==> config.mk <==
export PLATFORM = sky130hd
export DESIGN_NAME = hpm_host_flat
export DESIGN_NICKNAME = d
export VERILOG_FILES = /design/src/hpm_pkg.sv /design/src/hpm_link_if.sv /design/src/hpm_host.sv /design/src/flat_wrapper.sv
export VERILOG_INCLUDE_DIRS = /design/src /design/src/src
export SDC_FILE = /design/constraint.sdc
export NUM_CORES = 1
export LEC_CHECK = 0
export BUFFER_PORTS_ARGS = -buffer_cell sky130_fd_sc_hd__buf_2
export CORE_ASPECT_RATIO = 1.75
export CORE_UTILIZATION = 55
export CTS_BUF_LIST = sky130_fd_sc_hd__clkbuf_4 sky130_fd_sc_hd__clkbuf_8 sky130_fd_sc_hd__clkbuf_16
export DETAILED_ROUTE_END_ITERATION = 10
export PLACE_DENSITY_LB_ADDON = 0.15
export REMOVE_ABC_BUFFERS = 1
export SETUP_SLACK_MARGIN = 0.1
export SLEW_MARGIN = 20
export SYNTH_ARGS = -nofsm -noshare
export SYNTH_HDL_FRONTEND = slang
export SYNTH_SLANG_ARGS = --single-unit
==> constraint.sdc <==
create_clock -name sys_clk -period 3.8 [get_ports sys_clk]
set_input_delay 0.19 -clock sys_clk [delete_from_list [all_inputs] [get_ports sys_clk]]
set_output_delay 0.19 -clock sys_clk [all_outputs]
set_load 0.01 [all_outputs]
==> src/hpm_cfg.svh <==
// Purpose: Offsets, field positions, reset values and timing counts
// Assumes: Byte-wide device registers, 32-bit controller registers
// Notes:   Definitions only
`ifndef HPM_CFG_SVH
`define HPM_CFG_SVH
// Device register offsets
`define HPM_REG_MODE       8'h01
`define HPM_REG_RTP        8'h02
`define HPM_REG_EFFECT     8'h04
`define HPM_REG_GO         8'h0c
`define HPM_REG_CTL3       8'h1d
// Mode register fields and values
`define HPM_MODE_LSB       0
`define HPM_MODE_MSB       2
`define HPM_STANDBY_BIT    6
`define HPM_MODE_INT_TRIG  3'h0
`define HPM_MODE_EDGE_TRIG 3'h1
`define HPM_MODE_LVL_TRIG  3'h2
`define HPM_MODE_EXT_IN    3'h3
`define HPM_MODE_REALTIME  3'h5
// Input type field of the third control register, and the go register bit
`define HPM_CTL3_ANALOG_BIT 1
`define HPM_GO_BIT          0
// Device reset values
`define HPM_MODE_RST       8'h40
`define HPM_RTP_RST        8'h00
`define HPM_CTL3_RST       8'h00
`define HPM_EFFECT_RST     8'h01
// Controller register offsets
`define HPM_HREG_CTRL      8'h00
`define HPM_HREG_CMD       8'h04
`define HPM_HREG_STAT      8'h08
`define HPM_HREG_DUTY      8'h0c
`define HPM_HREG_ANALOG    8'h10
// Controller fields
`define HPM_CTRL_EN_BIT    0
`define HPM_CTRL_PWM_BIT   1
`define HPM_CMD_WR_BIT     16
`define HPM_STAT_BUSY_BIT  0
`define HPM_STAT_READY_BIT 1
`define HPM_STAT_SKIP_BIT  2
// Timing
`define HPM_CLK_MHZ        40
`define HPM_POWERUP_US     250
`define HPM_POWERUP_CYC    (`HPM_POWERUP_US * `HPM_CLK_MHZ)
`define HPM_PWM_PERIOD     255
`endif

==> src/hpm_pkg.sv <==
// Purpose: Shared types of the haptic playback mode block
// Assumes: Constants come from hpm_cfg.svh
// Notes:   Types only
package hpm_pkg;
  typedef enum logic [1:0] {LK_IDLE, LK_WAIT} hpm_link_st_t;
  typedef logic [7:0] hpm_byte_t;
endpackage
==> src/hpm_link_if.sv <==
// Purpose: Link between the playback controller and the driver device
// Assumes: Both ends run on sys_clk; pins are resynchronised in the device
// Notes:   Register port is a held request with a one-cycle acknowledge
`timescale 1ns/100ps
interface hpm_link_if;
  logic       reg_req;
  logic       reg_we;
  logic [7:0] reg_addr;
  logic [7:0] reg_wdata;
  logic       reg_ack;
  logic [7:0] reg_rdata;
  logic       en_pin;
  logic       in_pin;
  logic [7:0] analog_lvl;
  modport host (output reg_req, reg_we, reg_addr, reg_wdata, en_pin, in_pin, analog_lvl,
                input reg_ack, reg_rdata);
  modport dev (input reg_req, reg_we, reg_addr, reg_wdata, en_pin, in_pin, analog_lvl,
               output reg_ack, reg_rdata);
endinterface // hpm_link_if

==> src/hpm_host.sv <==
// Purpose: Playback controller: AXI4-Lite registers to device link and pins
// Assumes: Software issues device register accesses through CMD
// Notes:   Also sources the PWM or analog waveform for external-input mode
//
// The AXI4-Lite register port was left to the implementer.
`timescale 1ns/100ps
`include "hpm_cfg.svh"
module hpm_host
  import hpm_pkg::*;
#(
  parameter int READY_CYC  = `HPM_POWERUP_CYC,
  parameter int PWM_PERIOD = `HPM_PWM_PERIOD
) (
  input  wire logic  sys_clk,
  input  wire logic  sys_rst,
  input  wire logic [7:0]  s_axi_awaddr,
  input  wire logic        s_axi_awvalid,
  output logic             s_axi_awready,
  input  wire logic [31:0] s_axi_wdata,
  input  wire logic [3:0]  s_axi_wstrb,
  input  wire logic        s_axi_wvalid,
  output logic             s_axi_wready,
  output logic [1:0]       s_axi_bresp,
  output logic             s_axi_bvalid,
  input  wire logic        s_axi_bready,
  input  wire logic [7:0]  s_axi_araddr,
  input  wire logic        s_axi_arvalid,
  output logic             s_axi_arready,
  output logic [31:0]      s_axi_rdata,
  output logic [1:0]       s_axi_rresp,
  output logic             s_axi_rvalid,
  input  wire logic        s_axi_rready,
  hpm_link_if.host         lnk
);

  function automatic logic mapped(input logic [7:0] a);
    mapped = (a == `HPM_HREG_CTRL) | (a == `HPM_HREG_CMD) | (a == `HPM_HREG_STAT) |
             (a == `HPM_HREG_DUTY) | (a == `HPM_HREG_ANALOG);
  endfunction

  ////////////////////////////////////////////////////////////////////////////////
  logic         aw_hold_q, w_hold_q;
  logic [7:0]   awaddr_q;
  logic [31:0]  wdata_q;
  logic [1:0]   ctrl_q;
  logic [7:0]   duty_q, analog_q, rd_byte_q, shadow_q, pwm_cnt_q;
  logic [16:0]  cmd_q;
  logic         pend_q, skip_q, ready_q, en_q, req_q, we_q, pwm_q;
  logic [7:0]   addr_q, data_q;
  logic [13:0]  pu_cnt_q;
  hpm_link_st_t st_q;

  wire exec      = aw_hold_q & w_hold_q & ~s_axi_bvalid;
  wire lane0     = s_axi_wstrb[0];
  wire wr_ctrl   = exec & (awaddr_q == `HPM_HREG_CTRL) & lane0;
  wire wr_cmd    = exec & (awaddr_q == `HPM_HREG_CMD) & ~pend_q;
  wire wr_duty   = exec & (awaddr_q == `HPM_HREG_DUTY) & lane0;
  wire wr_analog = exec & (awaddr_q == `HPM_HREG_ANALOG) & lane0;

  // Mode writes: playback modes clear standby, then skip if nothing changes and standby is clear
  wire       c_we    = cmd_q[`HPM_CMD_WR_BIT];
  wire       c_mode  = c_we & (cmd_q[15:8] == `HPM_REG_MODE);
  wire [2:0] c_modev = cmd_q[`HPM_MODE_MSB:`HPM_MODE_LSB];
  wire       c_play  = (c_modev <= `HPM_MODE_EXT_IN) | (c_modev == `HPM_MODE_REALTIME);
  wire [7:0] c_data  = (c_mode & c_play) ?
                       (cmd_q[7:0] & ~(8'h01 << `HPM_STANDBY_BIT)) : cmd_q[7:0];
  wire       c_skip  = c_mode & (c_data == shadow_q) & ~shadow_q[`HPM_STANDBY_BIT];
  wire       start   = (st_q == LK_IDLE) & pend_q & ready_q;

  wire [31:0] rd_mux =
    (s_axi_araddr == `HPM_HREG_CTRL)   ? {30'h0, ctrl_q} :
    (s_axi_araddr == `HPM_HREG_CMD)    ? {15'h0, cmd_q} :
    (s_axi_araddr == `HPM_HREG_STAT)   ? {16'h0, rd_byte_q, 5'h0, skip_q, ready_q, pend_q} :
    (s_axi_araddr == `HPM_HREG_DUTY)   ? {24'h0, duty_q} :
    (s_axi_araddr == `HPM_HREG_ANALOG) ? {24'h0, analog_q} : 32'h0;

  assign lnk.reg_req    = req_q;
  assign lnk.reg_we     = we_q;
  assign lnk.reg_addr   = addr_q;
  assign lnk.reg_wdata  = data_q;
  assign lnk.en_pin     = en_q;
  assign lnk.in_pin     = pwm_q;
  assign lnk.analog_lvl = analog_q;

  ////////////////////////////////////////////////////////////////////////////////
  // AXI4-Lite write: address and data taken apart, answered together
  always_ff @(posedge sys_clk) begin
    if (sys_rst) begin
      aw_hold_q <= 1'b0; w_hold_q <= 1'b0; awaddr_q <= 8'h00; wdata_q <= 32'h0;
      s_axi_awready <= 1'b1; s_axi_wready <= 1'b1;
      s_axi_bvalid <= 1'b0; s_axi_bresp <= 2'b00;
    end else begin
      if (s_axi_awvalid && s_axi_awready) begin
        aw_hold_q <= 1'b1; awaddr_q <= s_axi_awaddr; s_axi_awready <= 1'b0;
      end
      if (s_axi_wvalid && s_axi_wready) begin
        w_hold_q <= 1'b1; wdata_q <= s_axi_wdata; s_axi_wready <= 1'b0;
      end
      if (exec) begin
        aw_hold_q <= 1'b0; w_hold_q <= 1'b0; s_axi_bvalid <= 1'b1;
        s_axi_bresp <= mapped(awaddr_q) ? 2'b00 : 2'b10;
      end
      if (s_axi_bvalid && s_axi_bready) begin
        s_axi_bvalid <= 1'b0; s_axi_awready <= 1'b1; s_axi_wready <= 1'b1;
      end
    end
  end

  // AXI4-Lite read
  always_ff @(posedge sys_clk) begin
    if (sys_rst) begin
      s_axi_arready <= 1'b1; s_axi_rvalid <= 1'b0;
      s_axi_rdata <= 32'h0; s_axi_rresp <= 2'b00;
    end else if (s_axi_arvalid && s_axi_arready) begin
      s_axi_arready <= 1'b0; s_axi_rvalid <= 1'b1; s_axi_rdata <= rd_mux;
      s_axi_rresp <= mapped(s_axi_araddr) ? 2'b00 : 2'b10;
    end else if (s_axi_rvalid && s_axi_rready) begin
      s_axi_rvalid <= 1'b0; s_axi_arready <= 1'b1;
    end
  end

  ////////////////////////////////////////////////////////////////////////////////
  // Control registers and waveform source
  always_ff @(posedge sys_clk) begin
    if (sys_rst) begin
      ctrl_q <= 2'h0; duty_q <= 8'h00; analog_q <= 8'h00;
      pwm_cnt_q <= 8'h00; pwm_q <= 1'b0;
    end else begin
      if (wr_ctrl)   ctrl_q   <= wdata_q[1:0];
      if (wr_duty)   duty_q   <= wdata_q[7:0];
      if (wr_analog) analog_q <= wdata_q[7:0];
      pwm_cnt_q <= (pwm_cnt_q == 8'(PWM_PERIOD - 1)) ? 8'h00 : pwm_cnt_q + 8'h01;
      pwm_q     <= ctrl_q[`HPM_CTRL_PWM_BIT] & (pwm_cnt_q < duty_q);
    end
  end

  // Power-up wait before any link traffic
  always_ff @(posedge sys_clk) begin
    if (sys_rst) begin
      pu_cnt_q <= 14'h0; ready_q <= 1'b0;
    end else if (!ready_q) begin
      pu_cnt_q <= pu_cnt_q + 14'h1;
      ready_q  <= (pu_cnt_q >= 14'(READY_CYC - 1));
    end
  end

  ////////////////////////////////////////////////////////////////////////////////
  // Link sequencer; a CMD write while busy is dropped
  always_ff @(posedge sys_clk) begin
    if (sys_rst) begin
      st_q <= LK_IDLE; cmd_q <= 17'h0; pend_q <= 1'b0; skip_q <= 1'b0;
      req_q <= 1'b0; we_q <= 1'b0; addr_q <= 8'h00; data_q <= 8'h00;
      rd_byte_q <= 8'h00; shadow_q <= `HPM_MODE_RST; en_q <= 1'b0;
    end else begin
      if (wr_ctrl) begin
        en_q <= wdata_q[`HPM_CTRL_EN_BIT];
      end
      if (wr_cmd) begin
        cmd_q <= wdata_q[16:0]; pend_q <= 1'b1;
      end
      unique case (st_q)
        LK_IDLE: begin
          if (start && c_skip) begin
            pend_q <= 1'b0; skip_q <= 1'b1;
          end else if (start) begin
            req_q <= 1'b1; we_q <= c_we; addr_q <= cmd_q[15:8];
            data_q <= c_data; skip_q <= 1'b0; st_q <= LK_WAIT;
            if (c_mode && c_play) begin
              en_q <= 1'b1;
            end
          end
        end
        LK_WAIT: begin
          if (lnk.reg_ack) begin
            req_q <= 1'b0; pend_q <= 1'b0; st_q <= LK_IDLE;
            if (!we_q) rd_byte_q <= lnk.reg_rdata;
            if (we_q && addr_q == `HPM_REG_MODE) shadow_q <= data_q;
          end
        end
      endcase
    end
  end

endmodule // hpm_host

==> src/flat_wrapper.sv <==
// flat-port wrapper written by rule: the top's interface ports become plain ports
module hpm_host_flat import hpm_pkg::*;
#(
  parameter int READY_CYC  = `HPM_POWERUP_CYC,
  parameter int PWM_PERIOD = `HPM_PWM_PERIOD
)
  (sys_clk, sys_rst, s_axi_awaddr, s_axi_awvalid, s_axi_awready, s_axi_wdata, s_axi_wstrb, s_axi_wvalid, s_axi_wready, s_axi_bresp, s_axi_bvalid, s_axi_bready, s_axi_araddr, s_axi_arvalid, s_axi_arready, s_axi_rdata, s_axi_rresp, s_axi_rvalid, s_axi_rready, lnk_reg_req, lnk_reg_we, lnk_reg_addr, lnk_reg_wdata, lnk_en_pin, lnk_in_pin, lnk_analog_lvl, lnk_reg_ack, lnk_reg_rdata);
  hpm_link_if lnk_i ();
  input  wire logic sys_clk;
  input  wire logic sys_rst;
  input  wire logic [7:0] s_axi_awaddr;
  input  wire logic s_axi_awvalid;
  output logic s_axi_awready;
  input  wire logic [31:0] s_axi_wdata;
  input  wire logic [3:0] s_axi_wstrb;
  input  wire logic s_axi_wvalid;
  output logic s_axi_wready;
  output logic [1:0] s_axi_bresp;
  output logic s_axi_bvalid;
  input  wire logic s_axi_bready;
  input  wire logic [7:0] s_axi_araddr;
  input  wire logic s_axi_arvalid;
  output logic s_axi_arready;
  output logic [31:0] s_axi_rdata;
  output logic [1:0] s_axi_rresp;
  output logic s_axi_rvalid;
  input  wire logic s_axi_rready;
  output wire logic [$bits(lnk_i.reg_req)-1:0] lnk_reg_req;
  output wire logic [$bits(lnk_i.reg_we)-1:0] lnk_reg_we;
  output wire logic [$bits(lnk_i.reg_addr)-1:0] lnk_reg_addr;
  output wire logic [$bits(lnk_i.reg_wdata)-1:0] lnk_reg_wdata;
  output wire logic [$bits(lnk_i.en_pin)-1:0] lnk_en_pin;
  output wire logic [$bits(lnk_i.in_pin)-1:0] lnk_in_pin;
  output wire logic [$bits(lnk_i.analog_lvl)-1:0] lnk_analog_lvl;
  input wire logic [$bits(lnk_i.reg_ack)-1:0] lnk_reg_ack;
  input wire logic [$bits(lnk_i.reg_rdata)-1:0] lnk_reg_rdata;
  assign lnk_reg_req = lnk_i.reg_req;
  assign lnk_reg_we = lnk_i.reg_we;
  assign lnk_reg_addr = lnk_i.reg_addr;
  assign lnk_reg_wdata = lnk_i.reg_wdata;
  assign lnk_en_pin = lnk_i.en_pin;
  assign lnk_in_pin = lnk_i.in_pin;
  assign lnk_analog_lvl = lnk_i.analog_lvl;
  assign lnk_i.reg_ack = lnk_reg_ack;
  assign lnk_i.reg_rdata = lnk_reg_rdata;
  hpm_host #(.READY_CYC(READY_CYC), .PWM_PERIOD(PWM_PERIOD)) u_core (.sys_clk(sys_clk), .sys_rst(sys_rst), .s_axi_awaddr(s_axi_awaddr), .s_axi_awvalid(s_axi_awvalid), .s_axi_awready(s_axi_awready), .s_axi_wdata(s_axi_wdata), .s_axi_wstrb(s_axi_wstrb), .s_axi_wvalid(s_axi_wvalid), .s_axi_wready(s_axi_wready), .s_axi_bresp(s_axi_bresp), .s_axi_bvalid(s_axi_bvalid), .s_axi_bready(s_axi_bready), .s_axi_araddr(s_axi_araddr), .s_axi_arvalid(s_axi_arvalid), .s_axi_arready(s_axi_arready), .s_axi_rdata(s_axi_rdata), .s_axi_rresp(s_axi_rresp), .s_axi_rvalid(s_axi_rvalid), .s_axi_rready(s_axi_rready), .lnk(lnk_i));
endmodule
==> flow_summary.yaml <==
sta:
  slew_headroom_pct: 36.1
  finalHoldViolCount: 0
  min_period_over_period_pct: 67.0
  fmax_mhz: 393
  fin_crit_ns: 2.54
  clock_skew_ns: 0.0148
  rsz0062_at_grt: "false"
  timing.final.ws_setup_ns: 1.26
  hold_ws_ns: 0.00507
  slew_violations: 0
  worst_slew_pin_slew_ns: 0.959
  setup_viol: 0
  tns_ns: 0
floorplan:
  initial_utilization_pct: 56.7
  fp.dieW_um: 83.1
  core_area_mm2: 0.0112
  die_h_um: 144
  rows: 51
  die_area_mm2: 0.0120
  pin_count: 137
worst_setup_path:
  cp_max_fo: 17
  start_kind: "register"
  crit_chain: "xor2_1 > nor4_1 > nand4bb_1 > and2_1 > o21ai_0"
  path_depth: 5
  slowest_stage: "and2_1"
  worstRegToRegCells: 5
  end_kind: "register"
  path_buf_inv: 0
  crit_arrival_ns: 2.87
  required_ns: 4.12
  critPathMaxStageDelay_ns: 0.56
  cp_top_family: "simple AND/OR/NAND/NOR gates"
  worstSetupPathType: "reg2reg"
placed_design:
  postPlaceCellArea_mm2: 0.00678
  gp_congestion: 0.771
  pre_cts_ws_ns: 1.32
  portBuffers: 101
  place_hpwl_mm: 10.8
power:
  power_w: 0.00339
  power.ir.vdd_worst_mv: 0.358
  powerDensity_mw_per_mm2: 460
  total_leakage_power_nw: 3.14
grt:
  overflow: 0
  antenna_found_initial: 0
  grt_max_degree: 94
  gr-usage-all-layers_pct: 25.5
  grt_pass1_wl_mm: 24.3
  first_global_vias: 5106
detailed_routing:
  dr.pass1.iters: 4
  antenna_left: 0
  wl_per_cell_um: 15.7
  drcViolationCount: 0
  routed_wl_mm: 15.1
  vias: 5386
  avgViaCountPerCell: 5.60
  drt_iter0_drc: 287
clock_tree:
  post_cts_buffers: 0
  post_cts_resized: 0
  cts-root-buf: "clkbuf_16"
  cts_tree: "done"
  hold_buffers: 2
  cts_sinks: 147
  cts_buffers: 17
  clk_pin_slew_ns: 0.06
  clk_latency_ns: 0.42
  cts_htree_levels: 4
  cts_max_path_buffers: 2
synth:
  syn_area_per_cell_um2: 8.62
  synth-edff-count: 0
  syn-cell-area_mm2: 0.00633
  synth.distinct_cells: 50
  yosysSeqAreaShare_pct: 46.5
  post-synth-top-area-fraction_pct: 46.5
  synthTopCellsByArea: "dfxtp_1, mux2i_1, nand2_1"
  post-synth-top-count-cell: "dfxtp_1"
  syn_inst: 735
  synth_commonest_cells: "dfxtp_1, nand2_1, nor2_1"
  async_reset_ff_share_pct: 0
  ys_dominant_reg_cell: "dfxtp_1"
  synth-seq-cells: 147
  yosysWarnings: 0
  yosysTopAreaCell: "dfxtp_1"
finish:
  multi_input_area_mm2: 0.00308
  stdcell_area_mm2: 0.00737
  syn2layout_area_growth_pct: 16.5
  regArea_mm2: 0.00294
  nFillCells: 1001
  fin_nets: 895
  diodes: 0
  drive_gt1_share_pct: 17.6
worst_hold_path:
  min_path_cells: 3
  worst_hold_path_type: "in2reg"
run:
  drv_cap: 0
run_status:
  status: "finished, final reports clean"
## layer usage
metal  GRT usage (%)  wire length (µm)  up-vias
met5               0                 0        -
met4            12.4               461        0
met3            4.37               589       28
met2            46.3              8080      137
met1            28.7              6020     2544
li1                -                 -     2677
## area by class of cell
| cell class | instances | share of cell area (%) |
|---|---|---|
| Clock inverter | 13 | 1.71 |
| Inverter | 13 | 0.662 |
| Timing Repair Buffer | 107 | 7.57 |
| Tap cell | 132 | 2.24 |
| Sequential cell | 147 | 39.9 |
| Clock buffer | 19 | 6.14 |
| Multi-Input combinational cell | 531 | 41.8 |
## power breakdown
part           leakage, nW  total, W  internal [W]  switching [W]
Sequential            1.19   0.00160       0.00157      0.0000309
Clock                0.261   0.00161      0.000942       0.000667
Combinational         1.69  0.000179     0.0000641       0.000115
Total                 3.14   0.00339       0.00258       0.000813
## path summary, 6_finish.rpt
path	start	endpoint	slack [ns]
setup / recovery	u_core.cmd_q[2]	u_core.lnk.reg_wdata[7]	1.26
hold / removal	lnk_reg_rdata[7]	u_core.rd_byte_q[7]	0.005
setup reg to reg	u_core.cmd_q[2]	u_core.lnk.reg_wdata[7]	1.26
hold reg to reg	u_core.rd_byte_q[3]	u_core.rd_byte_q[3]	0.45
## registers in the layout, indices dropped and copies added (netlist names), 2 cells and up
signal                 cells
u_core.rd_byte_q           8
u_core.pu_cnt_q           14
u_core.awaddr_q            8
u_core.pwm_cnt_q           8
u_core.ctrl_q              2
u_core.lnk.reg_addr        8
u_core.duty_q              8
u_core.wdata_q            17
u_core.lnk.reg_wdata       8
u_core.shadow_q            8
u_core.cmd_q              17
u_core.s_axi_rdata        17
u_core.lnk.analog_lvl      8
## metrics by stage
step | instances | util (%)
finish | 962 | 66.0
global route | 962 | 66.0
CTS | 962 | 66.0
detailed placement | 928 | 60.7
global placement | 928 | 60.7
floorplan | 691 | -
## cell families (layout without fill, tap and decap cells)
group                    after synthesis  count (layout)  share of synthesized area [%]
AO/OA/AOI/OAI                        127             127                           11.5
flip-flops                           147             147                           46.5
buffers and inverters                 73             152                           5.83
AND/OR/NAND/NOR                      309             309                           23.9
multiplexers                          45              45                           7.11
XOR/XNOR                              23              23                           3.18
adder cells (fa/ha/maj)               10              10                           1.98
other                                  1              17                         0.0592
## placed cells by master, fill, tap and decap left out, drive strengths merged, types with 8 or more instances in the layout
cell	instances
a21oi	68
a22o	8
and3	12
buf	105
clkbuf	19
conb	17
dfxtp	147
ha	10
inv	16
mux2i	45
nand2	109
nand3	27
nand4	20
nor2	78
nor3	9
nor4	10
o21ai	29
xor2	19
## worst reg2reg max path, cell delays in order (launching register included)
cell       delay [ns]
dfxtp_1          0.44
xor2_1           0.12
nor4_1           0.52
nand4bb_1        0.53
and2_1           0.56
o21ai_0          0.28
No activity file was read; power rests on OpenSTA's default activity.
